### src/verilog/sbfp_defs.vh
// constants for the serial bootloader flash programmer
`ifndef SBFP_DEFS_VH
`define SBFP_DEFS_VH
// timing: system clock period in ns and serial clock half period in system cycles
`define SBFP_CLK_NS 10
`define SBFP_SPI_HALF 4'h8
// device reset low 1 us, wait after reset 2 us, status gap 2 us, in system cycles
`define SBFP_RST_CYC 16'h0064
`define SBFP_RWAIT_CYC 16'h00C8
`define SBFP_GAP_CYC 16'h00C8
// select high time between frames, one serial half period
`define SBFP_CSHI_CYC 16'h0008
`define SBFP_MISO_WAIT_US 100
// image layout
`define SBFP_LAST_PAGE 5'h1E
`define SBFP_RAM_ADDR 16'h6000
`define SBFP_FLASH_BASE 16'h8000
`define SBFP_PAGE_BYTES 11'h400
`define SBFP_CNT_OFS 11'h010
// command internal codes
`define SBFP_C_BOOT 4'h0
`define SBFP_C_UNLOCK 4'h1
`define SBFP_C_ERASE 4'h2
`define SBFP_C_SETADDR 4'h3
`define SBFP_C_WRITE 4'h4
`define SBFP_C_PROG 4'h5
`define SBFP_C_VERIFY 4'h6
`define SBFP_C_RESTART 4'h7
`define SBFP_C_STATUS 4'h8
// command opcodes on the wire
`define SBFP_OP_BOOT0 8'hB0
`define SBFP_OP_BOOT1 8'h00
`define SBFP_OP_UNLOCK 8'hB1
`define SBFP_OP_ERASE 8'hB2
`define SBFP_OP_SETADDR 8'hB3
`define SBFP_OP_WRITE 8'hB4
`define SBFP_OP_PROG 8'hB5
`define SBFP_OP_VERIFY 8'hB6
`define SBFP_OP_RESTART 8'hB7
`define SBFP_OP_STATUS 8'hB8
// expected status words
`define SBFP_SW_OK 16'h8000
`define SBFP_SW_BUSY 16'h0000
`endif

### src/verilog/sbfp_programmer.v
// host sequencer that programs an image through the serial bootloader
`timescale 1ns/100ps
`include "sbfp_defs.vh"

module sbfp_programmer #(
  parameter integer MISO_WAIT_US = `SBFP_MISO_WAIT_US
) (
  // clock and reset
  input wire mclk_in,
  input wire resetn_in,
  // control
  input wire start_in,
  output wire busy_out,
  output reg done_out,
  output reg error_out,
  // image data stream
  input wire [7:0] image_data_in,
  input wire image_valid_in,
  output wire image_ready_out,
  // device pins
  output reg sclk_out,
  output reg mosi_out,
  output reg chip_select_n_out,
  output reg dev_reset_n_out,
  input wire miso_in
);

  localparam integer MISO_N = (MISO_WAIT_US * 1000) / `SBFP_CLK_NS;
  // timeout count cut to the timer width on purpose
  localparam [15:0] MISO_CYC = MISO_N[15:0];

  localparam [3:0] ST_IDLE = 4'h0;
  localparam [3:0] ST_RST = 4'h1;
  localparam [3:0] ST_RWAIT = 4'h2;
  localparam [3:0] ST_CSLO = 4'h3;
  localparam [3:0] ST_SEND = 4'h4;
  localparam [3:0] ST_MISO = 4'h5;
  localparam [3:0] ST_GAP = 4'h6;
  localparam [3:0] ST_CSHI = 4'h7;
  localparam [3:0] ST_DONE = 4'h8;

  // frame length in bytes for each command
  function [10:0] flen;
    input [3:0] cmd;
    begin
      case (cmd)
        `SBFP_C_BOOT: flen = 11'h002;
        `SBFP_C_UNLOCK: flen = 11'h001;
        `SBFP_C_ERASE: flen = 11'h001;
        `SBFP_C_SETADDR: flen = 11'h003;
        `SBFP_C_WRITE: flen = `SBFP_PAGE_BYTES + 11'h003;
        `SBFP_C_PROG: flen = 11'h005;
        `SBFP_C_VERIFY: flen = 11'h005;
        `SBFP_C_RESTART: flen = 11'h001;
        `SBFP_C_STATUS: flen = 11'h003;
        default: flen = 11'h001;
      endcase
    end
  endfunction

  // header byte of a frame, by command and byte index; unused tail bytes are zero
  function [7:0] fbyte;
    input [3:0] cmd;
    input [2:0] idx;
    input [4:0] page;
    input [31:0] cnt;
    reg [15:0] fa;
    reg [15:0] ra;
    reg [15:0] pb;
    reg [39:0] hdr;
    begin
      fa = `SBFP_FLASH_BASE + {1'b0, page, 10'h000};
      ra = `SBFP_RAM_ADDR;
      pb = {5'h00, `SBFP_PAGE_BYTES};
      case (cmd)
        `SBFP_C_BOOT: hdr = {`SBFP_OP_BOOT0, `SBFP_OP_BOOT1, 24'h000000};
        `SBFP_C_UNLOCK: hdr = {`SBFP_OP_UNLOCK, 32'h00000000};
        `SBFP_C_ERASE: hdr = {`SBFP_OP_ERASE, 32'h00000000};
        `SBFP_C_SETADDR: hdr = {`SBFP_OP_SETADDR, ra, 16'h0000};
        `SBFP_C_WRITE: hdr = {`SBFP_OP_WRITE, pb, 16'h0000};
        `SBFP_C_PROG: hdr = {`SBFP_OP_PROG, ra, fa};
        `SBFP_C_VERIFY: hdr = {`SBFP_OP_VERIFY, cnt};
        `SBFP_C_RESTART: hdr = {`SBFP_OP_RESTART, 32'h00000000};
        `SBFP_C_STATUS: hdr = {`SBFP_OP_STATUS, 32'h00000000};
        default: hdr = 40'h0000000000;
      endcase
      // byte index past the header shifts in zeros
      hdr = hdr << {idx, 3'b000};
      fbyte = hdr[39:32];
    end
  endfunction

  reg [3:0] st_reg;
  reg [3:0] cmd_reg;
  reg [3:0] ret_reg;
  reg [10:0] idx_reg;
  reg [4:0] page_reg;
  reg [31:0] vcount_reg;
  reg [15:0] status_reg;
  reg [15:0] tmr_reg;
  reg [3:0] div_reg;
  reg miso_s1_reg;
  reg miso_s2_reg;
  reg eng_busy_reg;
  reg eng_phase_reg;
  reg [2:0] eng_bit_reg;
  reg [7:0] eng_tx_reg;
  reg [7:0] eng_rx_reg;
  reg [7:0] buf_data_reg [0:1];
  reg buf_wr_reg;
  reg buf_rd_reg;
  reg [1:0] buf_cnt_reg;

  // serial clock half-period tick from the divider
  wire tick = (div_reg == `SBFP_SPI_HALF - 4'h1);
  // two-entry image buffer handshake
  wire buf_valid = (buf_cnt_reg != 2'h0);
  wire buf_push = image_valid_in && image_ready_out;
  wire data_phase = (cmd_reg == `SBFP_C_WRITE) && (idx_reg >= 11'h003);
  wire [10:0] data_ofs = idx_reg - 11'h003;
  wire [7:0] tx_byte = data_phase ? buf_data_reg[buf_rd_reg] :
                       fbyte(cmd_reg, idx_reg[2:0], page_reg, vcount_reg);
  wire eng_start = (st_reg == ST_SEND) && (idx_reg != flen(cmd_reg)) && !eng_busy_reg &&
                   (!data_phase || buf_valid);
  wire buf_pop = eng_start && data_phase;
  wire eng_end = eng_busy_reg && tick && eng_phase_reg && (eng_bit_reg == 3'h7);
  wire needs_sw = (cmd_reg != `SBFP_C_SETADDR) && (cmd_reg != `SBFP_C_WRITE) &&
                  (cmd_reg != `SBFP_C_RESTART) && (cmd_reg != `SBFP_C_STATUS);
  wire miso_cmd = (cmd_reg == `SBFP_C_BOOT) || (cmd_reg == `SBFP_C_UNLOCK);

  assign image_ready_out = (buf_cnt_reg != 2'h2);
  assign busy_out = (st_reg != ST_IDLE) && (st_reg != ST_DONE);

  // divider, synchroniser and image buffer
  always @(posedge mclk_in or negedge resetn_in) begin
    if (!resetn_in) begin
      div_reg <= 4'h0;
      miso_s1_reg <= 1'b0;
      miso_s2_reg <= 1'b0;
      buf_data_reg[0] <= 8'h00;
      buf_data_reg[1] <= 8'h00;
      buf_wr_reg <= 1'b0;
      buf_rd_reg <= 1'b0;
      buf_cnt_reg <= 2'h0;
    end else begin
      div_reg <= tick ? 4'h0 : div_reg + 4'h1;
      miso_s1_reg <= miso_in;
      miso_s2_reg <= miso_s1_reg;
      if (buf_push) begin
        buf_data_reg[buf_wr_reg] <= image_data_in;
        buf_wr_reg <= ~buf_wr_reg;
      end
      if (buf_pop)
        buf_rd_reg <= ~buf_rd_reg;
      if (buf_push && !buf_pop)
        buf_cnt_reg <= buf_cnt_reg + 2'h1;
      else if (buf_pop && !buf_push)
        buf_cnt_reg <= buf_cnt_reg - 2'h1;
    end
  end

  // byte shifter: MOSI moves on the falling edge, MISO sampled on the rising
  always @(posedge mclk_in or negedge resetn_in) begin
    if (!resetn_in) begin
      eng_busy_reg <= 1'b0;
      eng_phase_reg <= 1'b0;
      eng_bit_reg <= 3'h0;
      eng_tx_reg <= 8'h00;
      eng_rx_reg <= 8'h00;
      sclk_out <= 1'b0;
      mosi_out <= 1'b0;
    end else if (eng_start) begin
      eng_busy_reg <= 1'b1;
      eng_phase_reg <= 1'b0;
      eng_bit_reg <= 3'h0;
      eng_tx_reg <= {tx_byte[6:0], 1'b0};
      mosi_out <= tx_byte[7];
    end else if (eng_busy_reg && tick) begin
      if (!eng_phase_reg) begin
        sclk_out <= 1'b1;
        eng_rx_reg <= {eng_rx_reg[6:0], miso_s2_reg};
        eng_phase_reg <= 1'b1;
      end else begin
        sclk_out <= 1'b0;
        eng_phase_reg <= 1'b0;
        if (eng_bit_reg == 3'h7) begin
          eng_busy_reg <= 1'b0;
        end else begin
          eng_bit_reg <= eng_bit_reg + 3'h1;
          mosi_out <= eng_tx_reg[7];
          eng_tx_reg <= {eng_tx_reg[6:0], 1'b0};
        end
      end
    end
  end

  // command sequencer
  always @(posedge mclk_in or negedge resetn_in) begin
    if (!resetn_in) begin
      st_reg <= ST_IDLE;
      cmd_reg <= `SBFP_C_BOOT;
      ret_reg <= `SBFP_C_BOOT;
      idx_reg <= 11'h000;
      page_reg <= 5'h00;
      vcount_reg <= 32'h00000000;
      status_reg <= 16'h0000;
      tmr_reg <= 16'h0000;
      chip_select_n_out <= 1'b1;
      dev_reset_n_out <= 1'b1;
      done_out <= 1'b0;
      error_out <= 1'b0;
    end else begin
      if (start_in)
        error_out <= 1'b0;
      if (eng_start)
        idx_reg <= idx_reg + 11'h001;
      if (eng_start && data_phase && page_reg == 5'h00 &&
          data_ofs >= `SBFP_CNT_OFS && data_ofs < `SBFP_CNT_OFS + 11'h004)
        vcount_reg <= {tx_byte, vcount_reg[31:8]};
      if (eng_end && cmd_reg == `SBFP_C_STATUS)
        status_reg <= {status_reg[7:0], eng_rx_reg};
      case (st_reg)
        ST_IDLE, ST_DONE: begin
          if (start_in) begin
            done_out <= 1'b0;
            tmr_reg <= 16'h0000;
            dev_reset_n_out <= 1'b0;
            st_reg <= ST_RST;
          end
        end
        ST_RST: begin
          tmr_reg <= tmr_reg + 16'h0001;
          if (tmr_reg >= `SBFP_RST_CYC - 16'h0001) begin
            dev_reset_n_out <= 1'b1;
            tmr_reg <= 16'h0000;
            st_reg <= ST_RWAIT;
          end
        end
        ST_RWAIT: begin
          tmr_reg <= tmr_reg + 16'h0001;
          if (tmr_reg >= `SBFP_RWAIT_CYC - 16'h0001) begin
            cmd_reg <= `SBFP_C_BOOT;
            page_reg <= 5'h00;
            st_reg <= ST_CSLO;
          end
        end
        ST_CSLO: begin
          chip_select_n_out <= 1'b0;
          idx_reg <= 11'h000;
          if (tick)
            st_reg <= ST_SEND;
        end
        ST_SEND: begin
          if (idx_reg == flen(cmd_reg) && !eng_busy_reg) begin
            tmr_reg <= 16'h0000;
            st_reg <= miso_cmd ? ST_MISO : ST_GAP;
          end
        end
        ST_MISO: begin
          tmr_reg <= tmr_reg + 16'h0001;
          if (miso_s2_reg) begin
            tmr_reg <= 16'h0000;
            st_reg <= ST_GAP;
          end else if (tmr_reg >= MISO_CYC) begin
            error_out <= 1'b1;
            chip_select_n_out <= 1'b1;
            tmr_reg <= 16'h0000;
            dev_reset_n_out <= 1'b0;
            st_reg <= ST_RST;
          end
        end
        ST_GAP: begin
          tmr_reg <= tmr_reg + 16'h0001;
          if (tmr_reg >= `SBFP_GAP_CYC - 16'h0001) begin
            tmr_reg <= 16'h0000;
            st_reg <= ST_CSHI;
          end
        end
        ST_CSHI: begin
          chip_select_n_out <= 1'b1;
          tmr_reg <= tmr_reg + 16'h0001;
          // hold select high a full half period before the next frame
          if (tmr_reg >= `SBFP_CSHI_CYC) begin
            tmr_reg <= 16'h0000;
            st_reg <= ST_CSLO;
            if (cmd_reg == `SBFP_C_STATUS) begin
              if (status_reg == `SBFP_SW_OK) begin
                case (ret_reg)
                  `SBFP_C_BOOT: cmd_reg <= `SBFP_C_UNLOCK;
                  `SBFP_C_UNLOCK: cmd_reg <= `SBFP_C_ERASE;
                  `SBFP_C_ERASE: cmd_reg <= `SBFP_C_SETADDR;
                  `SBFP_C_PROG: begin
                    if (page_reg == `SBFP_LAST_PAGE) begin
                      cmd_reg <= `SBFP_C_VERIFY;
                    end else begin
                      page_reg <= page_reg + 5'h01;
                      cmd_reg <= `SBFP_C_SETADDR;
                    end
                  end
                  default: cmd_reg <= `SBFP_C_RESTART;
                endcase
              end else if (!(ret_reg == `SBFP_C_PROG && status_reg == `SBFP_SW_BUSY)) begin
                error_out <= 1'b1;
                dev_reset_n_out <= 1'b0;
                st_reg <= ST_RST;
              end
            end else if (needs_sw) begin
              ret_reg <= cmd_reg;
              cmd_reg <= `SBFP_C_STATUS;
            end else if (cmd_reg == `SBFP_C_SETADDR) begin
              cmd_reg <= `SBFP_C_WRITE;
            end else if (cmd_reg == `SBFP_C_WRITE) begin
              cmd_reg <= `SBFP_C_PROG;
            end else begin
              done_out <= 1'b1;
              st_reg <= ST_DONE;
            end
          end
        end
        default: st_reg <= ST_IDLE;
      endcase
    end
  end

endmodule

### config.mk
export PLATFORM = sky130hd
export DESIGN_NAME = sbfp_programmer
export DESIGN_NICKNAME = d
export VERILOG_FILES = /design/src/verilog/sbfp_programmer.v
export VERILOG_INCLUDE_DIRS = /design/src /design/src/verilog
export SDC_FILE = /design/constraint.sdc
export NUM_CORES = 1
export LEC_CHECK = 0
export BUFFER_PORTS_ARGS = -buffer_cell sky130_fd_sc_hd__buf_4
export CAP_MARGIN = 10
export CORE_UTILIZATION = 25
export DETAILED_ROUTE_END_ITERATION = 8
export PLACE_DENSITY = 0.5
export SYNTH_ARGS = -nofsm -noshare
export SYNTH_HDL_FRONTEND = slang
export SYNTH_SLANG_ARGS = --single-unit
### constraint.sdc
create_clock -name mclk_in -period 3.5 [get_ports mclk_in]
set_input_delay 0.7 -clock mclk_in [delete_from_list [all_inputs] [get_ports mclk_in]]
set_output_delay 0.7 -clock mclk_in [all_outputs]
set_load 0.1 [all_outputs]
==> results of run 1 <==
==> routing by layer <==
metal  up-vias  wire length, um
li1       2705                -
met1      2771             8517
met2        97             8123
met3        13              565
met4         0              208
met5         -                0
==> cell families after synthesis <==
| kind of cell | count (synthesis) |
|---|---|
| simple gates | 248 |
| buf+inv | 62 |
| compound gates | 143 |
| flops | 144 |
| mux | 105 |
| xor+xnor | 14 |
| fa+ha+maj | 15 |
==> final cells by class <==
type                            count  area, sq um
Fill cell                        3150        20980
Clock inverter                     15        168.9
Multi-Input combinational cell    525         3744
Sequential cell                   144         3606
Clock buffer                       17        425.4
Tap cell                          390        488.0
Timing Repair Buffer               37        294.0
Inverter                           23        86.33
==> worst max path at each step <==
stage / slack [ps] / start / end / cells after the start
final: 410 / cmd_reg[1]$_DFFE_PN0P_ / tmr_reg[13]$_DFFE_PN0P_ / 8
after global routing: 190 / cmd_reg[1]$_DFFE_PN0P_ / tmr_reg[5]$_DFFE_PN0P_ / 8
after CTS: 410 / cmd_reg[1]$_DFFE_PN0P_ / tmr_reg[13]$_DFFE_PN0P_ / 8
after detailed placement: 370 / cmd_reg[1]$_DFFE_PN0P_ / tmr_reg[2]$_DFFE_PN0P_ / 8
after global placement: 500 / cmd_reg[1]$_DFFE_PN0P_ / tmr_reg[6]$_DFFE_PN0P_ / 8
after floorplan: 660 / cmd_reg[0]$_DFFE_PN0P_ / buf_cnt_reg[1]$_DFFE_PN0P_ / 12
==> metrics by stage <==
step	hold slack, ps	setup WS (ps)	instances	instance area (sq um)	power (mW)
after detailed placement	334.7	373.5	1119	8218	4.467
final	162.5	405.5	1151	8812	6.250
after global routing	175.4	193.9	1151	8812	6.683
after CTS	161.6	407.4	1151	8812	6.330
after floorplan	331.2	661.2	731	7594	3.887
after global placement	333.8	499.8	1119	8218	4.459
==> cells in the mapped netlist, drive strengths merged (9+ instances only) <==
cell type  count  share of area, %
a21oi         22               1.5
a221o         10               1.3
and3          20               1.6
buf           11              0.76
clkbuf        28               1.4
dfrtp        142                47
ha            15               2.5
inv           23               1.1
mux2          79                12
mux2i         26               3.4
nand2         60               3.0
nand2b        10              0.82
nand3         23               1.5
nand4         10              0.82
nor2          52               2.6
nor2b         11              0.91
nor3          14              0.92
nor4           9              0.74
o21ai         44               2.9
xnor2         10               1.2
==> worst reg2reg max path, stage by stage (launching register included) <==
cell and delay, ps:
sky130_fd_sc_hd__dfrtp_1 390, sky130_fd_sc_hd__inv_1 120, sky130_fd_sc_hd__ha_1 490, sky130_fd_sc_hd__or4b_1 480
sky130_fd_sc_hd__a31o_2 250, sky130_fd_sc_hd__a32oi_2 300, sky130_fd_sc_hd__nand3b_2 180, sky130_fd_sc_hd__o21a_1 360
sky130_fd_sc_hd__a221o_1 410
==> power groups by stage <==
stage	clock (mW)	sequential (mW)	combinational, mW
floorplan	0	2.36	1.53
global placement	0	2.28	2.18
detailed placement	0	2.28	2.18
CTS	1.88	2.25	2.19
global route	1.97	2.31	2.41
finish	1.83	2.25	2.17
==> qor.txt, run 1 <==
RUN STATUS
----------------------------------------------------------------------------------------------------
Outcome                                                                                 finished, final reports clean

FINISH
----------------------------------------------------------------------------------------------------
Util after Layout                                                                             29.58%
Ratio of cells with drive above 1 in the final layout                                         21.55%
Flip-flop count of the largest register after layout                                              32
Area overhead of the layout relative to synthesis                                             16.05%
Final antenna diode count                                                                          0
Commonest cells after routing, fill and taps aside                                      sky130_fd_sc_hd__dfrtp_1, sky130_fd_sc_hd__mux2_2, sky130_fd_sc_hd__nand2_1
Most frequent standard cell in the layout excluding fill and tap cells                  sky130_fd_sc_hd__dfrtp_1
Final nets                                                                                       776

CRITICAL PATH
----------------------------------------------------------------------------------------------------
Largest fanout on the critical path                                                               18
Startpoint type of the worst setup path                                                     register
Critical path required time                                                                  3800 ps
Start-to-end type of the worst setup path                                                    reg2reg
Largest stage delay on the critical path                                                      490 ps
FF-to-FF Start                                                                          cmd_reg[1]$_DFFE_PN0P_
Kind of capture point of the worst setup path                                               register
CP max-delay cell                                                                       sky130_fd_sc_hd__ha_1
CP Buf/Inv Count                                                                                   1
Critical-path cell list                                                                 inv_1 > ha_1 > or4b_1 > a31o_2 > a32oi_2 > nand3b_2 > o21a_1 > a221o_1
Path depth of the worst reg2reg path                                                               8
Data arrival, critical path                                                                  3390 ps
Category of cells accounting for the largest share of critical-path delay               compound AO/OA/AOI/OAI gates
Flop2flop setup slack                                                                         410 ps
Capture instance of the worst register-to-register path                                 tmr_reg[13]$_DFFE_PN0P_

SYNTH
----------------------------------------------------------------------------------------------------
Mux share of post-synthesis cell area                                                         15.14%
Post-synthesis cell type count                                                                    66
Post-Synthesis Cell Area                                                                  7594 sq um
Post-synthesis average cell area                                                         10.39 sq um
Sequential area share after synthesis                                                         47.49%
Number of synthesized flops with an enable pin                                                     0
Proportion of synthesized flip-flops having asynchronous set or reset                         100.0%
Post-Synth XOR/XNOR Area                                                                      1.615%
Main combinational cell family by area after synthesis                                  simple AND/OR/NAND/NOR gates
Synth Warn #                                                                                       0
#FFs+latches synth                                                                               144
Post-synthesis simple-gate area fraction                                                      17.02%
Post-synthesis adder-cell area fraction                                                       2.472%
Total nets after synthesis                                                                       759
Most used flip-flop cell after synthesis                                                sky130_fd_sc_hd__dfrtp_1
Gate count of the mapped netlist                                                                 731
Complex-gate fraction of the synthesized area                                                 12.98%

POWER AND IR DROP
----------------------------------------------------------------------------------------------------
Seq pwr share                                                                                  36.0%
Internal power of the cells                                                                 3.826 mW
Leakage power figure                                                                        3.960 nW
VDD IR max                                                                                  409.3 uV
Switching Fraction                                                                            38.78%
Combinational Power Share                                                                      34.7%
Clock group share of total power                                                               29.3%
Switching power                                                                             2.424 mW
Total power density per cell area                                                       709.2 nW/um^2

PLACED DESIGN
----------------------------------------------------------------------------------------------------
HPWL after DPL                                                                             12,210 um
Buffers added on ports                                                                            20
Weighted congestion reported at the end of routability-driven placement                       0.8172

DIE
----------------------------------------------------------------------------------------------------
Total number of placement rows                                                                    63
Initial Utilization                                                                           25.49%
Area enclosed by the die boundary                                                       31,070 sq um
Number of top-level pins                                                                          21
DIE HEIGHT                                                                                  176.3 um
Core box area                                                                           29,800 sq um
Die width                                                                                   176.3 um

CLOCKING
----------------------------------------------------------------------------------------------------
Clock tree from TritonCTS                                                                       done
Skew-Pair Late Insertion Delay                                                                420 ps
H-tree depth                                                                                       4
Clock-pin slew reported for the worst setup and hold paths after clock tree synthesis          70 ps
Hold bufs inserted after CTS                                                                       0
Post-CTS repair timing setup buffer count                                                          0
CTS sink count                                                                                   144
PostCTS Resize Cnt                                                                                 0
Number of buffers created by CTS                                                                  17
Deepest clock path buffer count                                                                    2
Root buffer selected by CTS                                                             sky130_fd_sc_hd__clkbuf_16

DRT
----------------------------------------------------------------------------------------------------
Iteration-0 DRC Markers                                                                          262
First drt pass iteration count                                                                     5
Vias per std cell                                                                              4.853
Count of antenna-violating nets left after detailed routing                                        0
Remaining DRCs                                                                                     0
Vias                                                                                           5,586
WL per Instance                                                                             15.13 um
Routed wire length                                                                         17,410 um

GRT
----------------------------------------------------------------------------------------------------
GRT met2 Usage                                                                                18.72%
Grt total ovfl                                                                                     0
Maximum number of pins on one net before global-route repair                                      75
First-pass GRT wire length                                                                 29,850 um
Initial antenna violation count                                                                    0
Global-route met3 utilization                                                                 2.455%
GR Layer Usage met1                                                                           16.83%
Number of global-route vias before repair                                                      5,547
Most utilized layer in the global route result                                                  met2
Gr usage total                                                                                12.11%

STA
----------------------------------------------------------------------------------------------------
Unrepaired setup endpoints after global routing                                                   no
Period minus WS final                                                                        3095 ps
Achievable frequency                                                                       323.1 MHz
Accumulated negative setup slack                                                                0 ps
Max Slew Vio Count                                                                                 0
Setup-failing EPs final                                                                            0
Crit share post-route                                                                         88.42%
Tightest slew margin relative to the limit                                                    45.18%
Endpoints failing hold                                                                             0
Worst-margin pin slew                                                                       819.2 ps
Fin Clk Skew                                                                                15.70 ps

WORST HOLD PATH
----------------------------------------------------------------------------------------------------
Path class of the lowest-slack min-delay path                                               in2async

RUN
----------------------------------------------------------------------------------------------------
Number of violations of the max-capacitance limit                                                  0

No activity file was read; power rests on OpenSTA's default activity.
==> run 2: changes to the inputs <==
Settings changed: PLACE_DENSITY 0.5 to default.
==> run 2 against run 1 <==
Against the previous run:
- cell area is 0.17% higher
- critical path depth unchanged
- clock power rose by 4%
- non-clock buffer count fell by 1
- clock skew is 2.1 ps lower
- die area did not move
- sequential share of layout area is 0.070 points lower
- combinational power about the same
- critical path type unchanged
- critical endpoint is now tmr_reg[12]$_DFFE_PN0P_
==> qor.txt, run 2 (synthesis results as in run 1) <==
STA
----------------------------------------------------------------------------------------------------
Fin Clk Skew                                                                                13.63 ps   was 15.70 ps
Unrepaired setup endpoints after global routing                                                   no   unchanged
Achievable frequency                                                                       328.0 MHz   was 323.1 MHz
Crit share post-route                                                                         87.10%   was 88.42%
Final hold slack                                                                            338.9 ps   was 162.5 ps
Accumulated negative setup slack                                                                0 ps   unchanged
Worst-margin pin slew                                                                       778.6 ps   was 819.2 ps
Endpoints failing hold                                                                             0   unchanged
Max Slew Vio Count                                                                                 0   unchanged
Period minus WS final                                                                        3048 ps   was 3095 ps
Crit path setup slack, layout                                                               451.6 ps   was 405.5 ps
Tightest slew margin relative to the limit                                                    47.36%   was 45.18%
Setup-failing EPs final                                                                            0   unchanged

FINISH
----------------------------------------------------------------------------------------------------
Footprint of the multi-input gates                                                        3744 sq um   unchanged
Final antenna diode count                                                                          0   unchanged
Design area                                                                               8827 sq um   was 8812 sq um
Final nets                                                                                       775   was 776
Util after Layout                                                                             29.63%   was 29.58%
Fill cell total of the finished layout                                                         3,106   was 3,150
Sequential cell area                                                                      3606 sq um   unchanged
Most frequent standard cell in the layout excluding fill and tap cells                  sky130_fd_sc_hd__dfrtp_1   unchanged
Flip-flop count of the largest register after layout                                              32   unchanged
Area overhead of the layout relative to synthesis                                             16.25%   was 16.05%
Ratio of cells with drive above 1 in the final layout                                         21.32%   was 21.55%
Commonest cells after routing, fill and taps aside                                      sky130_fd_sc_hd__dfrtp_1, sky130_fd_sc_hd__mux2_2, sky130_fd_sc_hd__nand2_1   unchanged

DIE
----------------------------------------------------------------------------------------------------
DIE HEIGHT                                                                                  176.3 um   unchanged
Initial Utilization                                                                           25.49%   unchanged
Total number of placement rows                                                                    63   unchanged
Number of top-level pins                                                                          21   unchanged
Core box area                                                                           29,800 sq um   unchanged
Area enclosed by the die boundary                                                       31,070 sq um   unchanged
Die width                                                                                   176.3 um   unchanged

CRITICAL PATH
----------------------------------------------------------------------------------------------------
Startpoint type of the worst setup path                                                     register   unchanged
Kind of capture point of the worst setup path                                               register   unchanged
Largest fanout on the critical path                                                               18   unchanged
Data arrival, critical path                                                                  3350 ps   was 3390 ps
Critical path required time                                                                  3810 ps   was 3800 ps
Start-to-end type of the worst setup path                                                    reg2reg   unchanged

GRT
----------------------------------------------------------------------------------------------------
Initial antenna violation count                                                                    0   unchanged
Gr usage total                                                                                11.23%   was 12.11%
First-pass GRT wire length                                                                 28,090 um   was 29,850 um
Grt total ovfl                                                                                     0   unchanged
Number of global-route vias before repair                                                      5,376   was 5,547
Maximum number of pins on one net before global-route repair                                      86   was 75

DRT
----------------------------------------------------------------------------------------------------
Routed wire length                                                                         16,620 um   was 17,410 um
Count of antenna-violating nets left after detailed routing                                        0   unchanged
Remaining DRCs                                                                                     0   unchanged
Iteration-0 DRC Markers                                                                          346   was 262
Vias                                                                                           5,619   was 5,586
Vias per std cell                                                                              4.886   was 4.853
First drt pass iteration count                                                                     5   unchanged
WL per Instance                                                                             14.46 um   was 15.13 um

CLOCKING
----------------------------------------------------------------------------------------------------
Clock tree from TritonCTS                                                                       done   unchanged
Skew-Pair Late Insertion Delay                                                                430 ps   was 420 ps
Hold bufs inserted after CTS                                                                       0   unchanged
PostCTS Resize Cnt                                                                                 0   unchanged
Clock-pin slew reported for the worst setup and hold paths after clock tree synthesis          60 ps   was 70 ps
Deepest clock path buffer count                                                                    2   unchanged
Number of buffers created by CTS                                                                  17   unchanged
Post-CTS repair timing setup buffer count                                                          0   unchanged
H-tree depth                                                                                       4   unchanged
CTS sink count                                                                                   144   unchanged
Root buffer selected by CTS                                                             sky130_fd_sc_hd__clkbuf_16   unchanged

POWER AND IR DROP
----------------------------------------------------------------------------------------------------
Leakage power figure                                                                        3.965 nW   was 3.960 nW
VDD IR max                                                                                  554.1 uV   was 409.3 uV
Total power density per cell area                                                       714.6 nW/um^2   was 709.2 nW/um^2

RUN
----------------------------------------------------------------------------------------------------
Number of violations of the max-capacitance limit                                                  0   unchanged

PLACED DESIGN
----------------------------------------------------------------------------------------------------
Post-detailed-placement cell area                                                         8210 sq um   was 8218 sq um
Buffers added on ports                                                                            20   unchanged
Pre-CTS setup slack                                                                         429.5 ps   was 373.5 ps
Weighted congestion reported at the end of routability-driven placement                       0.8306   was 0.8172
HPWL after DPL                                                                             11,480 um   was 12,210 um

RUN STATUS
----------------------------------------------------------------------------------------------------
Outcome                                                                                 finished, final reports clean   unchanged

WORST HOLD PATH
----------------------------------------------------------------------------------------------------
Path class of the lowest-slack min-delay path                                               in2async   unchanged

[run 2: changes by cell type in the layout (fill, tap and decap cells not counted)]
| cell | delta |
|---|---|
| sky130_fd_sc_hd__bufinv_16 | +2 |
| sky130_fd_sc_hd__clkbuf_8 | +1 |
| sky130_fd_sc_hd__buf_4 | -1 |
| sky130_fd_sc_hd__clkbuf_1 | +1 |
| sky130_fd_sc_hd__clkinv_8 | -1 |
| sky130_fd_sc_hd__inv_8 | -5 |
| sky130_fd_sc_hd__inv_6 | +2 |
[run 2: worst max-delay path, stage by stage (launching register included)]
cell,delay (ps)
sky130_fd_sc_hd__dfrtp_1,390
sky130_fd_sc_hd__inv_1,120
sky130_fd_sc_hd__ha_1,460
sky130_fd_sc_hd__or4b_1,470
sky130_fd_sc_hd__a31o_2,250
sky130_fd_sc_hd__a32oi_2,300
sky130_fd_sc_hd__nand3b_2,170
sky130_fd_sc_hd__o21a_1,350
sky130_fd_sc_hd__a221o_1,400
[run 2: per-stage QoR]
stage	power, mW	cells
2_1_floorplan	3.887	731
3_3_place_gp	4.408	1118
3_5_place_dp	4.435	1118
4_1_cts	6.365	1150
5_1_grt	6.690	1150
6_report	6.308	1150
[run 2: path summary, 6_finish.rpt]
check / start / to / slack, ps / cells after the start
setup / recovery: cmd_reg[1]$_DFFE_PN0P_ / tmr_reg[12]$_DFFE_PN0P_ / 450 / 8
hold / removal: resetn_in / eng_rx_reg[1]$_DFFE_PN0P_ / 340 / 1
setup reg to reg: cmd_reg[1]$_DFFE_PN0P_ / tmr_reg[12]$_DFFE_PN0P_ / 450 / 8
hold reg to reg: miso_s1_reg$_DFF_PN0_ / miso_s2_reg$_DFF_PN0_ / 350 / 0
max in group asynchronous: resetn_in / vcount_reg[30]$_DFFE_PN0P_ / 2370 / 2
min in group mclk_in: miso_s1_reg$_DFF_PN0_ / miso_s2_reg$_DFF_PN0_ / 350 / 0
[run 2: area by class of cell]
| class | instances | area share [%] |
|---|---|---|
| Clock buffer | 19 | 5.018 |
| Clock inverter | 13 | 1.970 |
| Inverter | 23 | 0.9780 |
| Multi-Input combinational cell | 525 | 42.41 |
| Sequential cell | 144 | 40.85 |
| Tap cell | 390 | 5.528 |
| Timing Repair Buffer | 36 | 3.246 |
[run 2: metal layers]
layer  track usage (%)  wire length [um]  vias to the layer above  part of all wire, %
li1                  -                 -                     2699                    -
met1             15.82              8238                     2774                   50
met2             17.37              7498                      127                   45
met3             1.658               612                       19                  3.7
met4             4.094               275                        0                  1.7
met5                 0                 0                        -                    0
[run 2: power breakdown]
| part | internal (mW) | switching (mW) |
|---|---|---|
| registers | 1.97 | 0.264 |
| logic | 0.819 | 1.35 |
| clock network | 1.16 | 0.743 |
| total | 3.95 | 2.36 |
